--- config.mk ---
export PLATFORM = sky130hd
export DESIGN_NAME = ccms_clock_select
export DESIGN_NICKNAME = d
export VERILOG_FILES = /design/src/rtl/ccms_pkg.sv /design/src/rtl/ccms_wdog_counter.sv /design/src/rtl/ccms_clock_select.sv
export SDC_FILE = /design/constraint.sdc
export NUM_CORES = 1
export LEC_CHECK = 0
export BUFFER_PORTS_ARGS = -buffer_cell sky130_fd_sc_hd__clkbuf_2
export CORE_MARGIN = 2
export CORE_UTILIZATION = 50
export DETAILED_ROUTE_END_ITERATION = 7
export HOLD_SLACK_MARGIN = 0.08
export PLACE_DENSITY_LB_ADDON = 0.1
export RECOVER_POWER = 25
export SLEW_MARGIN = 20
export SYNTH_ARGS = -nofsm -noshare
export SYNTH_HDL_FRONTEND = slang
export SYNTH_SLANG_ARGS = --single-unit
--- constraint.sdc ---
create_clock -name ref_clk -period 2.5 [get_ports ref_clk]
set_input_delay 0 -clock ref_clk [delete_from_list [all_inputs] [get_ports ref_clk]]
set_output_delay 0 -clock ref_clk [all_outputs]
set_load 0.1 [all_outputs]
--- src/rtl/ccms_pkg.sv ---
/*
 * Package for the CPU clock mode selector: strap codes, clock source enumeration,
 * watchdog limits and the packed carriers used by the selector.
 * Assumes a single reference clock domain at 100 MHz.
 */
package ccms_pkg;

    // strap code width and codes
    localparam int STRAP_W = 3;
    localparam logic [2:0] CODE_X4 = 3'h7;
    localparam logic [2:0] CODE_X3 = 3'h6;
    localparam logic [2:0] CODE_X8 = 3'h5;
    localparam logic [2:0] CODE_X5 = 3'h4;
    localparam logic [2:0] CODE_DIRECT = 3'h3;
    localparam logic [2:0] CODE_X10 = 3'h2;
    localparam logic [2:0] CODE_PRESCALE = 3'h1;
    localparam logic [2:0] CODE_RESERVED = 3'h0;
    localparam logic [2:0] CODE_DEFAULT = CODE_X4;

    // edges after release until the strap synchroniser holds pin levels again
    localparam logic [1:0] SYNC_SETTLE = 2'h2;

    // multiply factor field
    localparam int FACTOR_W = 4;
    localparam logic [3:0] FACT_NONE = 4'h0;
    localparam logic [3:0] FACT_1 = 4'h1;
    localparam logic [3:0] FACT_3 = 4'h3;
    localparam logic [3:0] FACT_4 = 4'h4;
    localparam logic [3:0] FACT_5 = 4'h5;
    localparam logic [3:0] FACT_8 = 4'h8;
    localparam logic [3:0] FACT_10 = 4'hA;

    // system configuration bit position of the watchdog disable
    localparam int OWD_DIS_BIT = 4;

    // watchdog overflow after this many free-running clocks
    localparam int WDOG_LIMIT = 16;
    localparam int WDOG_W = 5;
    localparam logic [4:0] WDOG_LAST = 5'h0F;

    // clock source selections
    typedef enum logic [2:0] {
        CCMS_SRC_PLL = 3'b000,
        CCMS_SRC_DIRECT = 3'b001,
        CCMS_SRC_PRESCALE = 3'b010,
        CCMS_SRC_FREERUN = 3'b011,
        CCMS_SRC_OFF = 3'b100
    } ccms_src_t;

    // decoded mode carried to the consumers
    typedef struct packed {
        logic [2:0] code;
        logic [3:0] factor;
        logic pllEnable;
        logic oscBypass;
        logic prescale;
        logic reserved;
    } ccms_mode_t;

    // watchdog related outputs
    typedef struct packed {
        logic pllFreeRun;
        logic pllPowerOff;
        logic wdogIrq;
        logic failSwitched;
    } ccms_wdog_t;

endpackage : ccms_pkg

--- src/rtl/ccms_wdog_counter.sv ---
/*
 * Oscillator watchdog counter: counts free-running clock ticks and clears
 * on every transition of the input clock sample. Flags overflow once.
 * Assumes inputs already synchronous to ref_clk.
 */
`timescale 1ns/1ps
`default_nettype none

module ccms_wdog_counter (
    // clock and reset
    input wire logic ref_clk,
    input wire logic rst_b,
    input wire logic clkEn,
    // counting control
    input wire logic countEnable,
    input wire logic freeRunTick,
    input wire logic inputEdge,
    // result
    output logic overflow
);

    typedef struct packed {
        logic [4:0] count;
        logic ovf;
    } ccms_wcnt_t;

    ccms_wcnt_t state_reg;
    ccms_wcnt_t state_next;

    // count free-running ticks, clear on input clock edge
    always_comb
    begin
        state_next = state_reg;
        if (!countEnable || inputEdge)
        begin
            state_next.count = '0;
        end
        else if (freeRunTick && !state_reg.ovf)
        begin
            if (state_reg.count == ccms_pkg::WDOG_LAST)
            begin
                state_next.ovf = 1'b1;
            end
            else
            begin
                state_next.count = state_reg.count + 5'h01;
            end
        end
    end

    // state register
    always_ff @(posedge ref_clk or negedge rst_b)
    begin
        if (!rst_b)
        begin
            state_reg <= '0;
        end
        else if (clkEn)
        begin
            state_reg <= state_next;
        end
    end

    assign overflow = state_reg.ovf;

    // overflow needs sixteen ticks without an input edge
    chk_ovf_needs_ticks: assert property (@(posedge ref_clk) disable iff (!rst_b)
        $rose(state_reg.ovf) |-> $past(state_reg.count) == ccms_pkg::WDOG_LAST)
        else $error("watchdog overflow without full count");

endmodule : ccms_wdog_counter

`default_nettype wire

--- src/rtl/ccms_clock_select.sv ---
/*
 * CPU clock mode selector: samples the three strap pins after reset release,
 * latches the code on the third edge after release, decodes the mode, makes the prescaled
 * CPU clock enable and runs the oscillator watchdog in non-PLL modes.
 * Assumes ref_clk at 100 MHz; strap and oscillator sample pins are async.
 */
// Notes on behaviour
// - strap code sampled while reset held; sampled after release here
// - codes map to x4,x3,x8,x5,x10; 000 reserved
// - code 001 selects divide-by-two prescaler
// - prescaler phases each one input period
// - work may launch on either edge
// - timing unit is one half period; after failover it is one full free-run period
// - non-PLL: PLL free-runs unless disable set
// - external clock only in direct drive
// - direct drive bypasses PLL and amplifier
// - watchdog on after reset; bit four disables
// - count free-run ticks, overflow switches clock
`timescale 1ns/1ps
`default_nettype none

module ccms_clock_select (
    // clock, reset, enable
    input wire logic ref_clk,
    input wire logic rst_b,
    input wire logic clkEn,
    // board side
    input wire logic [2:0] clockModeStrapPins,
    input wire logic oscInput,
    input wire logic freeRunClk,
    // system configuration
    input wire logic [7:0] systemConfigRegister,
    // consumers
    output ccms_pkg::ccms_mode_t modeOut,
    output ccms_pkg::ccms_wdog_t wdogOut,
    output logic cpuClkEnable,
    output logic cpuClkLevel,
    output logic halfPeriodUnit,
    output ccms_pkg::ccms_src_t clkSource
);

    ////////////////////////////////////////////////////////////////////////
    // state
    typedef struct packed {
        logic [2:0] strapMeta;
        logic [2:0] strapSync;
        logic [1:0] settle;
        logic [1:0] oscMeta;
        logic [1:0] oscSync;
        logic oscLast;
        logic frLast;
        logic started;
        logic [2:0] code;
        ccms_pkg::ccms_mode_t mode;
        ccms_pkg::ccms_wdog_t wdog;
        logic cpuEn;
        logic cpuLvl;
        logic half_period_unit;
        ccms_pkg::ccms_src_t src;
    } ccms_state_t;

    ccms_state_t state_reg;
    ccms_state_t state_next;
    logic wdogOverflow;
    logic oscEdge;
    logic frTick;
    logic owdDisable;
    logic nonPll;

    // decode a strap code into mode fields
    function automatic ccms_pkg::ccms_mode_t decodeMode(input logic [2:0] c);
        ccms_pkg::ccms_mode_t m;
        m = '0;
        m.code = c;
        m.pllEnable = 1'b1;
        unique case (c)
            ccms_pkg::CODE_X4: m.factor = ccms_pkg::FACT_4;
            ccms_pkg::CODE_X3: m.factor = ccms_pkg::FACT_3;
            ccms_pkg::CODE_X8: m.factor = ccms_pkg::FACT_8;
            ccms_pkg::CODE_X5: m.factor = ccms_pkg::FACT_5;
            ccms_pkg::CODE_X10: m.factor = ccms_pkg::FACT_10;
            ccms_pkg::CODE_DIRECT:
            begin
                m.factor = ccms_pkg::FACT_1;
                m.pllEnable = 1'b0;
                m.oscBypass = 1'b1;
            end
            ccms_pkg::CODE_PRESCALE:
            begin
                m.factor = ccms_pkg::FACT_NONE;
                m.pllEnable = 1'b0;
                m.prescale = 1'b1;
            end
            ccms_pkg::CODE_RESERVED:
            begin
                m.factor = ccms_pkg::FACT_NONE;
                m.pllEnable = 1'b0;
                m.reserved = 1'b1;
            end
        endcase
        return m;
    endfunction : decodeMode

    assign oscEdge = state_reg.oscSync[0] ^ state_reg.oscLast;
    assign frTick = state_reg.oscSync[1] & ~state_reg.frLast;
    assign owdDisable = systemConfigRegister[ccms_pkg::OWD_DIS_BIT];
    assign nonPll = state_reg.mode.oscBypass | state_reg.mode.prescale;

    ////////////////////////////////////////////////////////////////////////
    // watchdog counter
    ccms_wdog_counter uWdog (
        .ref_clk(ref_clk),
        .rst_b(rst_b),
        .clkEn(clkEn),
        .countEnable(state_reg.started & nonPll & ~owdDisable),
        .freeRunTick(frTick),
        .inputEdge(oscEdge),
        .overflow(wdogOverflow)
    );

    ////////////////////////////////////////////////////////////////////////
    // next state
    always_comb
    begin
        state_next = state_reg;
        // two-stage synchronisers; bit1 of osc pair carries the free-run clock
        state_next.strapMeta = clockModeStrapPins;
        state_next.strapSync = state_reg.strapMeta;
        state_next.oscMeta = {freeRunClk, oscInput};
        state_next.oscSync = state_reg.oscMeta;
        state_next.oscLast = state_reg.oscSync[0];
        state_next.frLast = state_reg.oscSync[1];
        // latch code once the synchroniser, cleared by reset, holds pin levels
        if (!state_reg.started)
        begin
            if (state_reg.settle == ccms_pkg::SYNC_SETTLE)
            begin
                state_next.started = 1'b1;
                state_next.code = state_reg.strapSync;
                state_next.mode = decodeMode(state_reg.strapSync);
            end
            else
            begin
                state_next.settle = state_reg.settle + 2'h1;
            end
        end
        // watchdog outputs in non-PLL modes
        state_next.wdog.pllFreeRun = state_reg.started & nonPll & ~owdDisable;
        state_next.wdog.pllPowerOff = state_reg.started & nonPll & owdDisable;
        if (wdogOverflow)
        begin
            state_next.wdog.failSwitched = 1'b1;
            state_next.wdog.wdogIrq = 1'b1;
        end
        // cpu clock: PLL and direct take each input edge as one half period unit; prescale uses rising edges only, failover rising free-run edges
        state_next.cpuEn = 1'b0;
        state_next.half_period_unit = 1'b0;
        if (!state_reg.started)
        begin
            state_next.src = ccms_pkg::CCMS_SRC_OFF;
        end
        else if (state_reg.wdog.failSwitched)
        begin
            state_next.src = ccms_pkg::CCMS_SRC_FREERUN;
            state_next.cpuLvl = state_reg.oscSync[1];
            state_next.half_period_unit = frTick;
            state_next.cpuEn = frTick;
        end
        else if (state_reg.mode.prescale)
        begin
            state_next.src = ccms_pkg::CCMS_SRC_PRESCALE;
            // toggle on each rising input edge: one input period per phase
            if (oscEdge && state_reg.oscSync[0])
            begin
                state_next.half_period_unit = 1'b1;
                state_next.cpuLvl = ~state_reg.cpuLvl;
                state_next.cpuEn = 1'b1;
            end
        end
        else if (state_reg.mode.oscBypass)
        begin
            state_next.src = ccms_pkg::CCMS_SRC_DIRECT;
            state_next.cpuLvl = state_reg.oscSync[0];
            state_next.half_period_unit = oscEdge;
            state_next.cpuEn = oscEdge;
        end
        else if (state_reg.mode.reserved)
        begin
            state_next.src = ccms_pkg::CCMS_SRC_OFF;
        end
        else
        begin
            state_next.src = ccms_pkg::CCMS_SRC_PLL;
            state_next.cpuLvl = state_reg.oscSync[0];
            state_next.half_period_unit = oscEdge;
            state_next.cpuEn = oscEdge;
        end
    end

    ////////////////////////////////////////////////////////////////////////
    // state register
    always_ff @(posedge ref_clk or negedge rst_b)
    begin
        if (!rst_b)
        begin
            state_reg <= '0;
            state_reg.code <= ccms_pkg::CODE_DEFAULT;
            state_reg.src <= ccms_pkg::CCMS_SRC_OFF;
        end
        else if (clkEn)
        begin
            state_reg <= state_next;
        end
    end

    // outputs straight from flops
    assign modeOut = state_reg.mode;
    assign wdogOut = state_reg.wdog;
    assign cpuClkEnable = state_reg.cpuEn;
    assign cpuClkLevel = state_reg.cpuLvl;
    assign halfPeriodUnit = state_reg.half_period_unit;
    assign clkSource = state_reg.src;

    ////////////////////////////////////////////////////////////////////////
    // checks
    chk_code_frozen: assert property (@(posedge ref_clk) disable iff (!rst_b)
        $past(state_reg.started) |-> $stable(state_reg.code))
        else $error("latched code changed after start");

    chk_code_sampled: assert property (@(posedge ref_clk) disable iff (!rst_b)
        clkEn && !state_reg.started && state_reg.settle == ccms_pkg::SYNC_SETTLE
        |=> state_reg.code == $past(state_reg.strapSync))
        else $error("strap code not captured");

    chk_prescale_src: assert property (@(posedge ref_clk) disable iff (!rst_b)
        state_reg.started && state_reg.mode.prescale && !state_reg.wdog.failSwitched && clkEn
        |=> state_reg.src == ccms_pkg::CCMS_SRC_PRESCALE)
        else $error("prescale mode not routed");

    chk_prescale_phase: assert property (@(posedge ref_clk) disable iff (!rst_b)
        state_reg.src == ccms_pkg::CCMS_SRC_PRESCALE && $changed(state_reg.cpuLvl)
        |-> state_reg.half_period_unit)
        else $error("prescaler phase without input period");

    chk_direct_nopll: assert property (@(posedge ref_clk) disable iff (!rst_b)
        state_reg.mode.oscBypass |-> !state_reg.mode.pllEnable
        && state_reg.mode.factor == ccms_pkg::FACT_1)
        else $error("direct drive keeps pll");

    chk_pll_power: assert property (@(posedge ref_clk) disable iff (!rst_b)
        state_reg.started && clkEn
        |=> (state_reg.wdog.pllPowerOff == (nonPll && $past(owdDisable)))
        && (state_reg.wdog.pllFreeRun == (nonPll && !$past(owdDisable))))
        else $error("pll both running and off");

    chk_fail_sticky: assert property (@(posedge ref_clk) disable iff (!rst_b)
        state_reg.wdog.failSwitched |=> state_reg.wdog.failSwitched
        && state_reg.wdog.wdogIrq)
        else $error("watchdog switch not held");

    chk_default_x4: assert property (@(posedge ref_clk) disable iff (!rst_b)
        state_reg.started && state_reg.code == ccms_pkg::CODE_X4
        |-> state_reg.mode.factor == ccms_pkg::FACT_4)
        else $error("default code not times four");

    chk_tcl_edge: assert property (@(posedge ref_clk) disable iff (!rst_b)
        state_reg.src == ccms_pkg::CCMS_SRC_DIRECT && clkEn && !state_reg.wdog.failSwitched
        |=> halfPeriodUnit == $past(oscEdge))
        else $error("half period unit not on input edge");

endmodule : ccms_clock_select

`default_nettype wire

==> results of run 1 <==
[area by class of cell]
| type | instances | area share |
|---|---|---|
| tap | 48 | 0.0281 |
| clock inverter | 2 | 0.0164 |
| inverter | 14 | 0.0246 |
| timing repair buffer | 36 | 0.0996 |
| clock buffer | 6 | 0.0340 |
| sequential | 40 | 0.469 |
| multi-input combinational | 100 | 0.328 |
[repair_timing]
action,CTS,global route
hold buffers,7,0
gates resized for setup,0,0
hold endpoints to repair,45,0
[metal layers]
metal | GRT usage | part of all wire | vias to the layer above
li1 | - | - | 632
met1 | 0.206 | 0.47 | 607
met2 | 0.266 | 0.47 | 34
met3 | 0.0358 | 0.050 | 5
met4 | 0.0765 | 0.016 | 0
met5 | 0 | 0 | -
[how the worst min path moves through the flow]
| stage | startpoint | end |
|---|---|---|
| floorplan | rst_b | clkSource[0]$_DFFE_PN0P_ |
| global placement | rst_b | cpuClkEnable$_DFFE_PN0P_ |
| detailed placement | rst_b | cpuClkEnable$_DFFE_PN0P_ |
| CTS | clkEn | state_reg[26]$_DFFE_PN0P_ |
| global route | clockModeStrapPins[2] | state_next[35]$_DFFE_PN0P_ |
| finish | rst_b | cpuClkEnable$_DFFE_PN0P_ |
[cells in the mapped netlist, types with 2 or more instances]
library cell | count | area [um2]
dfrtp_1 | 39 | 976
buf_4 | 20 | 150
nand2_1 | 19 | 71.3
o21ai_0 | 16 | 80.1
inv_1 | 14 | 52.6
mux2_2 | 12 | 135
nor2_1 | 9 | 33.8
buf_2 | 5 | 25.0
a21oi_1 | 4 | 20.0
ha_1 | 4 | 50.1
nand3_1 | 3 | 15.0
a21o_1 | 2 | 15.0
nand2b_1 | 2 | 12.5
nor3_1 | 2 | 10.0
o22ai_1 | 2 | 12.5
o41ai_1 | 2 | 17.5
[logic make-up (layout without fill, tap and decap cells)]
kind of cell	Yosys count	in the layout	share of synthesized area
DFF	40	40	0.515
buffers and inverters	41	58	0.125
xor gates and xnor gates	1	1	0.00450
adders and majority gates	4	4	0.0257
AOI/OAI and AO/OA	38	38	0.132
muxes	13	13	0.0746
and+or+nand+nor	44	44	0.123
[per-stage QoR]
step / hold WS [ns] / utilization
3_3_place_gp: 0.190 / 0.532
2_1_floorplan: -0.296 / -
4_1_cts: 0.373 / 0.580
5_1_grt: 0.488 / 0.579
3_5_place_dp: 0.214 / 0.532
6_report: 0.402 / 0.579
[cells in the final DEF (no fill, tap or decap), types with 3 or more instances in the layout]
master,instances
dfrtp_1,39
clkbuf_2,27
nand2_1,19
o21ai_0,16
inv_1,14
mux2_2,12
nor2_1,9
dlygate4sd3_1,7
clkbuf_8,5
a21oi_1,4
ha_1,4
nand3_1,3
clkbuf_1,3
[worst register-to-register path: stages, from the launching register on]
cell and delay [ns]:
dfrtp_1 0.41, ha_1 0.23, and3_1 0.19, ha_1 0.22, nor4b_4 0.39, nand4_1 0.17
a21boi_1 0.18, o2bb2ai_1 0.08
==> metrics.yaml, run 1 <==
outcome:
  status: "complete, no violations"
logic_synthesis:
  yosys_warnings: 0
  synth_area_um2: 1950
  yosysSeqAreaShare: 0.515
  ys.flop_type: "dfrtp_1"
  postSynth.asyncResetShare: 1.00
  synth_cell_types: 42
  syn-mean-instance-area_um2: 10.7
  netlist_instances: 181
  syn_nets: 201
  synth-seq-cells: 40
  synth_edf_count: 0
critical_path:
  cp-end-kind: "flop"
  worstReg2RegStart: "uWdog.state_reg[1]$_DFFE_PN0P_"
  reg2reg_slack_ns: 0.52
  crit_required_ns: 2.67
  crit_family: "simple AND/OR/NAND/NOR gates"
  r2r-end: "uWdog.state_reg[4]$_DFFE_PN0P_"
  cp.depth: 7
  r2r_cells: 7
  cp-startpoint: "uWdog.state_reg[1]$_DFFE_PN0P_"
  critPathMaxStageDelay_ns: 0.41
  crit_path_start_kind: "flop"
  cpMostUsedCell: "ha_1"
  path_max_fanout: 5
  crit_path_top_delay_cell: "dfrtp_1"
  endpoint: "uWdog.state_reg[4]$_DFFE_PN0P_"
  crit_chain: "ha_1, and3_1, ha_1, nor4b_4, nand4_1, a21boi_1, o2bb2ai_1"
  crit_type: "flop to flop"
  path_buf_inv: 0
  critPathArrivalTime_ns: 2.15
route:
  first_iter_violations: 80
  ant_nets: 0
  via_per_inst: 5.20
  via_count: 1278
  drc: 0
  drt_pass1_iterations: 4
  totalWireLength_mm: 3.08
  wl_per_cell_um: 12.5
clock_network:
  clk_pin_slew_worst_paths_ns: 0.07
  numClockSinks: 40
  insertion_delay_ns: 0.28
  htreeDepth: 2
  cts_buffer_depth: 2
  postCtsSetupBuffers: 0
  numCtsBuffers: 5
  cts_root_buf: "clkbuf_8"
  cts_tree: "built"
floorplanning:
  die_h_um: 66.4
  ios: 37
  num_rows: 22
  start_util: 0.527
  die_area_um2: 4410
  core_um2: 3690
  die_width_um: 66.4
placed_design:
  gp_congestion: 0.709
  port_buffers: 29
  placedCellCount: 231
  post-dp-hpwl_mm: 2.16
  place_ws_ns: 0.523
  dpl_cell_area_um2: 1960
sta:
  setup_slack_ns: 0.516
  post-route-min-period_ns: 1.98
  hold_viol: 0
  maxSlewHeadroom: 0.0467
  finalCritPeriodShare: 0.794
  tns_ns: 0
  fmax_mhz: 504
  rsz0062_at_grt: "false"
  clock_skew_ns: 0.00417
  drv_slew: 0
  setup_violations: 0
  worstMarginPinSlew_ns: 1.43
grt:
  antenna_found_initial: 0
  grt_pass1_vias: 1282
  grt_max_degree: 41
  track_usage: 0.163
  overflow: 0
  grt_pass1_wl_mm: 5.41
layout:
  finalNetCount: 217
  drive_above_1_share: 0.278
  final_cell_count_no_fill: 246
  syn2layout_area_growth_pct: 9.78
  largest_reg_flops: 11
  regArea_um2: 1000
  multiInputGateArea_um2: 701
  fillCellCount: 328
  fin_area_um2: 2140
  diodes: 0
hold_path:
  hp-class: "input pin to async pin"
run:
  cap_viol_max_count: 0
Power of run 1 is left out: the tool's default activity adds up to more than one toggle a clock period on the data nets, which glitch-free logic cannot reach.
==> run 2: changes to the inputs <==
- clock period: 2.5 -> 1.85 ns (I/O delays scaled with it)
==> run 2 against run 1 <==
Die area unchanged. Highest routed layer unchanged. Global-route usage grew 2.1 points. Final area increased by 3.6%. Maximum frequency up 10%.
==> metrics.yaml, run 2 (synthesis gave the netlist of run 1 again) <==
outcome:
  status: "complete, no violations"
clock_network:
  numCtsBuffers: 5  # unchanged
  insertion_delay_ns: 0.29  # about the same
  cts_buffer_depth: 2  # unchanged
  numClockSinks: 40  # unchanged
  clk_pin_slew_worst_paths_ns: 0.08  # about the same
  cts_root_buf: "clkbuf_8"
  htreeDepth: 2  # unchanged
  cts_tree: "built"
sta:
  tns_ns: 0  # unchanged
  hold_viol: 0  # unchanged
  setup_violations: 0  # unchanged
  clock_skew_ns: 0.00444  # +0.000274 ns
  finalCritPeriodShare: 0.972  # +0.178
  worstMarginPinSlew_ns: 0.955  # -0.475 ns
  post-route-min-period_ns: 1.80  # -0.186 ns
  drv_slew: 0  # unchanged
  maxSlewHeadroom: 0.363  # +0.316
  rsz0062_at_grt: "true"
  fmax_mhz: 556  # +10%
  timing.hold.ws_ns: 0.256  # -0.146 ns
route:
  wl_per_cell_um: 13.6  # +8.5%
  totalWireLength_mm: 3.43  # +12%
  drc: 0  # unchanged
  wl_met3_um: 161  # +5.2%
  top_layer: "met4"
  m1WireLength_mm: 1.69  # +17%
  via_count: 1324  # +3.6%
  first_iter_violations: 79  # -1.3%
  drt_pass1_iterations: 4  # unchanged
  routed-wl-met2_mm: 1.56  # +8.9%
  ant_nets: 0  # unchanged
  via_per_inst: 5.23  # +0.73%
critical_path:
  crit_family: "simple AND/OR/NAND/NOR gates"
  cp-end-kind: "flop"
  crit_chain: "ha_2, and3_1, ha_2, nor4b_4, buf_4, nand2_1, a21boi_2, mux2i_1"
  crit_path_start_kind: "flop"
  crit_path_top_delay_cell: "dfrtp_1"
  path_buf_inv: 1  # +1
  critPathArrivalTime_ns: 1.97  # -0.18 ns
  path_max_fanout: 4  # -1
  cp-startpoint: "uWdog.state_reg[1]$_DFFE_PN0P_"
  crit_required_ns: 2.02  # -0.65 ns
  crit_type: "flop to flop"
  cpMostUsedCell: "ha_2"
  critPathMaxStageDelay_ns: 0.39  # -0.02 ns
  worstReg2RegStart: "uWdog.state_reg[1]$_DFFE_PN0P_"
floorplanning:
  num_rows: 22  # unchanged
  die_width_um: 66.4  # unchanged
  ios: 37  # unchanged
  die_area_um2: 4410  # unchanged
  core_um2: 3690  # unchanged
  die_h_um: 66.4  # unchanged
  start_util: 0.527  # unchanged
grt:
  grt_pass1_vias: 1281  # -0.078%
  antenna_found_initial: 0  # unchanged
  grt_max_degree: 23  # -44%
  overflow: 0  # unchanged
  grt_pass1_wl_mm: 5.98  # +10%
  track_usage: 0.184  # +0.0209
placed_design:
  post-dp-hpwl_mm: 2.47  # +14%
  port_buffers: 29  # unchanged
  gp_congestion: 0.834  # +18%
layout:
  largest_reg_flops: 11  # unchanged
  layout_commonest_cell: "dfrtp_1"
  mostFrequentLayoutCells: "dfrtp_1 (39), clkbuf_2 (28), nand2_1 (19), o21ai_0 (16), inv_1 (14)"
  finalNetCount: 224  # +3.2%
  diodes: 0  # unchanged
  syn2layout_area_growth_pct: 13.8
  drive_above_1_share: 0.322  # +0.0442
hold_path:
  hold_start: "clkEn"
  hp-class: "input pin to flop"
run:
  cap_viol_max_count: 0  # unchanged
## run 2: path summary, 6_finish.rpt
check                                                 end  slack, ns  cells past startpoint
min in group asynchronous          wdogOut[0]$_DFFE_PN0P_       0.37                      2
max                        uWdog.state_reg[3]$_DFFE_PN0P_       0.05                      8
min                             state_reg[26]$_DFFE_PN0P_       0.26                      3
min reg2reg                     state_reg[31]$_DFFE_PN0P_       0.48                      1
max reg2reg                uWdog.state_reg[3]$_DFFE_PN0P_       0.05                      8
max in group asynchronous      state_next[28]$_DFFE_PN0P_       0.41                      3
## run 2: per-stage QoR
stage          setup slack, ns  instance area (um2)   util  instances
4_1_cts                 0.0120                 2200  0.597        253
2_1_floorplan           0.0288                 1950      -        181
5_1_grt                -0.0145                 2210  0.600        253
6_report                0.0526                 2210  0.600        253
3_3_place_gp            0.0130                 2010  0.544        237
3_5_place_dp           -0.0638                 2010  0.544        237
## run 2: cell type report
class,instances,area (um2)
Fill cell,330,1480
Sequential cell,40,1000
Multi-Input combinational cell,100,721
Timing Repair Buffer,43,263
Clock buffer,5,68.8
Tap cell,48,60.1
Inverter,14,52.6
Clock inverter,3,46.3
## run 2: what timing repair did
item / in CTS / in global routing
pin swaps: 1 / 0
endpoints found under the hold margin: 46 / 0
setup endpoints to repair: 4 / 4
resized for setup: 1 / 4
setup buffers: 1 / 0
hold buffers: 7 / 0
## run 2: tightest hold or removal path: stages
cell      delay, ns
clkbuf_2       0.30
nand2_1        0.13
o21ai_0        0.07
## run 2: metal layers
metal	GRT usage	vias to the layer above
li1	-	648
met1	0.252	638
met2	0.283	36
met3	0.0562	2
met4	0.0536	0
met5	0	-
Power of run 2 is left out for the same reason.
==> run 3: changes to the inputs <==
- MAX_ROUTING_LAYER: default -> met4
- SETUP_SLACK_MARGIN: default -> 0.4
==> run 3 against run 2 <==
Non-clock buffer count grew 8. Sequential share of layout area shrank 2.0 points. Maximum frequency grew 1.6%. Core utilization grew 2.8 points. Wire length grew 7.3%. Via count grew 3.9%. Critical path depth is the same.
==> metrics.yaml, run 3 (synthesis gave the netlist of run 1 again) <==
sta:
  clock_skew_ns: 0.00413  # -0.000308 ns
  hold_viol: 0  # unchanged
  fmax_mhz: 566  # +1.6%
  worstMarginPinSlew_ns: 0.684  # -0.272 ns
  maxSlewHeadroom: 0.544  # +0.181
  rsz0062_at_grt: "true"
  timing.hold.ws_ns: 0.247  # -0.00838 ns
  setup_violations: 0  # unchanged
  tns_ns: 0  # unchanged
  finalCritPeriodShare: 0.956  # -0.0158
  post-route-min-period_ns: 1.77  # -0.0292 ns
  drv_slew: 0  # unchanged
grt:
  grt_pass1_wl_mm: 6.10  # +2.1%
  grt_max_degree: 23  # unchanged
  track_usage: 0.195  # +0.0108
  grt_pass1_vias: 1337  # +4.4%
  overflow: 0  # unchanged
  antenna_found_initial: 0  # unchanged
power_and_ir_drop:
  p_per_area_nw_per_um2: 1710
  ir_worst_vdd_uv: 807
  power_w: 0.00395
  p_leak_nw: 1.11
critical_path:
  path_max_fanout: 3  # -1
  crit_required_ns: 2.03  # about the same
  critPathArrivalTime_ns: 1.94  # -0.03 ns
  crit_path_start_kind: "flop"
  cp-end-kind: "flop"
  crit_type: "flop to flop"
  r2r_cells: 8  # unchanged
floorplanning:
  die_area_um2: 4410  # unchanged
  core_um2: 3690  # unchanged
  die_h_um: 66.4  # unchanged
  die_width_um: 66.4  # unchanged
  num_rows: 22  # unchanged
  start_util: 0.527  # unchanged
  ios: 37  # unchanged
route:
  via_count: 1375  # +3.9%
  drc: 0  # unchanged
  first_iter_violations: 119  # +51%
  via_per_inst: 5.25  # +0.28%
  drt_pass1_iterations: 4  # unchanged
  wl_per_cell_um: 14.1  # +3.7%
  ant_nets: 0  # unchanged
  totalWireLength_mm: 3.69  # +7.3%
placed_design:
  port_buffers: 29  # unchanged
  gp_congestion: 0.772  # -7.4%
  post-dp-hpwl_mm: 2.54  # +2.9%
layout:
  drive_above_1_share: 0.374  # +0.0519
  mostFrequentLayoutCells: "dfrtp_1 (38), clkbuf_2 (29), nand2_1 (19), inv_1 (14), o21ai_0 (13)"
  finalNetCount: 233  # +4.0%
  multiInputGateArea_um2: 776  # +7.6%
  largest_reg_flops: 11  # unchanged
  fillCellCount: 327  # -0.91%
  layout_commonest_cell: "dfrtp_1"
  syn2layout_area_growth_pct: 19.0
  regArea_um2: 1000  # +0.12%
  diodes: 0  # unchanged
clock_network:
  clk_pin_slew_worst_paths_ns: 0.07  # about the same
  cts_tree: "built"
  cts_root_buf: "clkbuf_8"
  cts_buffer_depth: 2  # unchanged
  numClockSinks: 40  # unchanged
  numCtsBuffers: 5  # unchanged
  htreeDepth: 2  # unchanged
  insertion_delay_ns: 0.29  # about the same
outcome:
  status: "complete, no violations"
run:
  cap_viol_max_count: 0  # unchanged
hold_path:
  hp-class: "input pin to async pin"
run 3: stage by stage:
| step | instance area [um2] | cells | setup slack (ns) | util |
|---|---|---|---|---|
| global placement | 2010 | 235 | 0.107 | 0.545 |
| detailed placement | 2010 | 235 | 0.0406 | 0.545 |
| finish | 2320 | 262 | 0.0817 | 0.628 |
| global route | 2320 | 262 | 0.00873 | 0.628 |
| floorplan | 1970 | 181 | 0.185 | - |
| CTS | 2250 | 257 | 0.0766 | 0.609 |
run 3: final timing paths:
path / start / end / slack [ns]
min in group ref_clk: clkEn / state_reg[33]$_DFFE_PN0P_ / 0.29
max in group asynchronous: rst_b / uWdog.state_reg[5]$_DFFE_PN0P_ / 0.64
hold / removal: rst_b / clkSource[0]$_DFFE_PN0P_ / 0.25
setup reg to reg: uWdog.state_reg[2]$_DFFE_PN0P_ / uWdog.state_reg[3]$_DFFE_PN0P_ / 0.08
setup / recovery: uWdog.state_reg[2]$_DFFE_PN0P_ / uWdog.state_reg[3]$_DFFE_PN0P_ / 0.08
hold reg to reg: modeOut[4]$_DFFE_PN0P_ / modeOut[4]$_DFFE_PN0P_ / 0.47
run 3: critical path, stage by stage (launching register included):
cell and delay, ns:
dfrtp_1 0.39, ha_2 0.19, and3_4 0.19, ha_4 0.16, nor4b_4 0.28, buf_4 0.18
nand2_1 0.04, a21boi_1 0.12, mux2i_1 0.09
run 3: power by group:
part	switching [W]	internal (W)	total (W)
Sequential	0.000198	0.00111	0.00130
Clock	0.000280	0.000340	0.000620
Combinational	0.00166	0.000372	0.00203
Total	0.00214	0.00182	0.00395
run 3: final cells by class:
cell class                 count  area share
clock buffer                   8      0.0432
timing repair buffer          51       0.140
multi-input combinational    101       0.335
inverter                      14      0.0227
tap                           48      0.0259
sequential                    40       0.433
run 3: timing repair:
item,CTS,global route
hold endpoints to repair,45,0
endpoints found under the setup margin,10,12
setup buffers,7,4
pin swaps,5,7
cloned,0,1
hold buffers,7,0
resized for setup,3,9
run 3: layer usage:
metal  global-route usage  share of wire  vias to the layer above
met4                0.102          0.026                        0
li1                     -              -                      672
met5                    -              0                        -
met3               0.0409          0.043                       10
met1                0.248           0.46                      659
met2                0.294           0.47                       34
(Power assumes the default switching activity.)
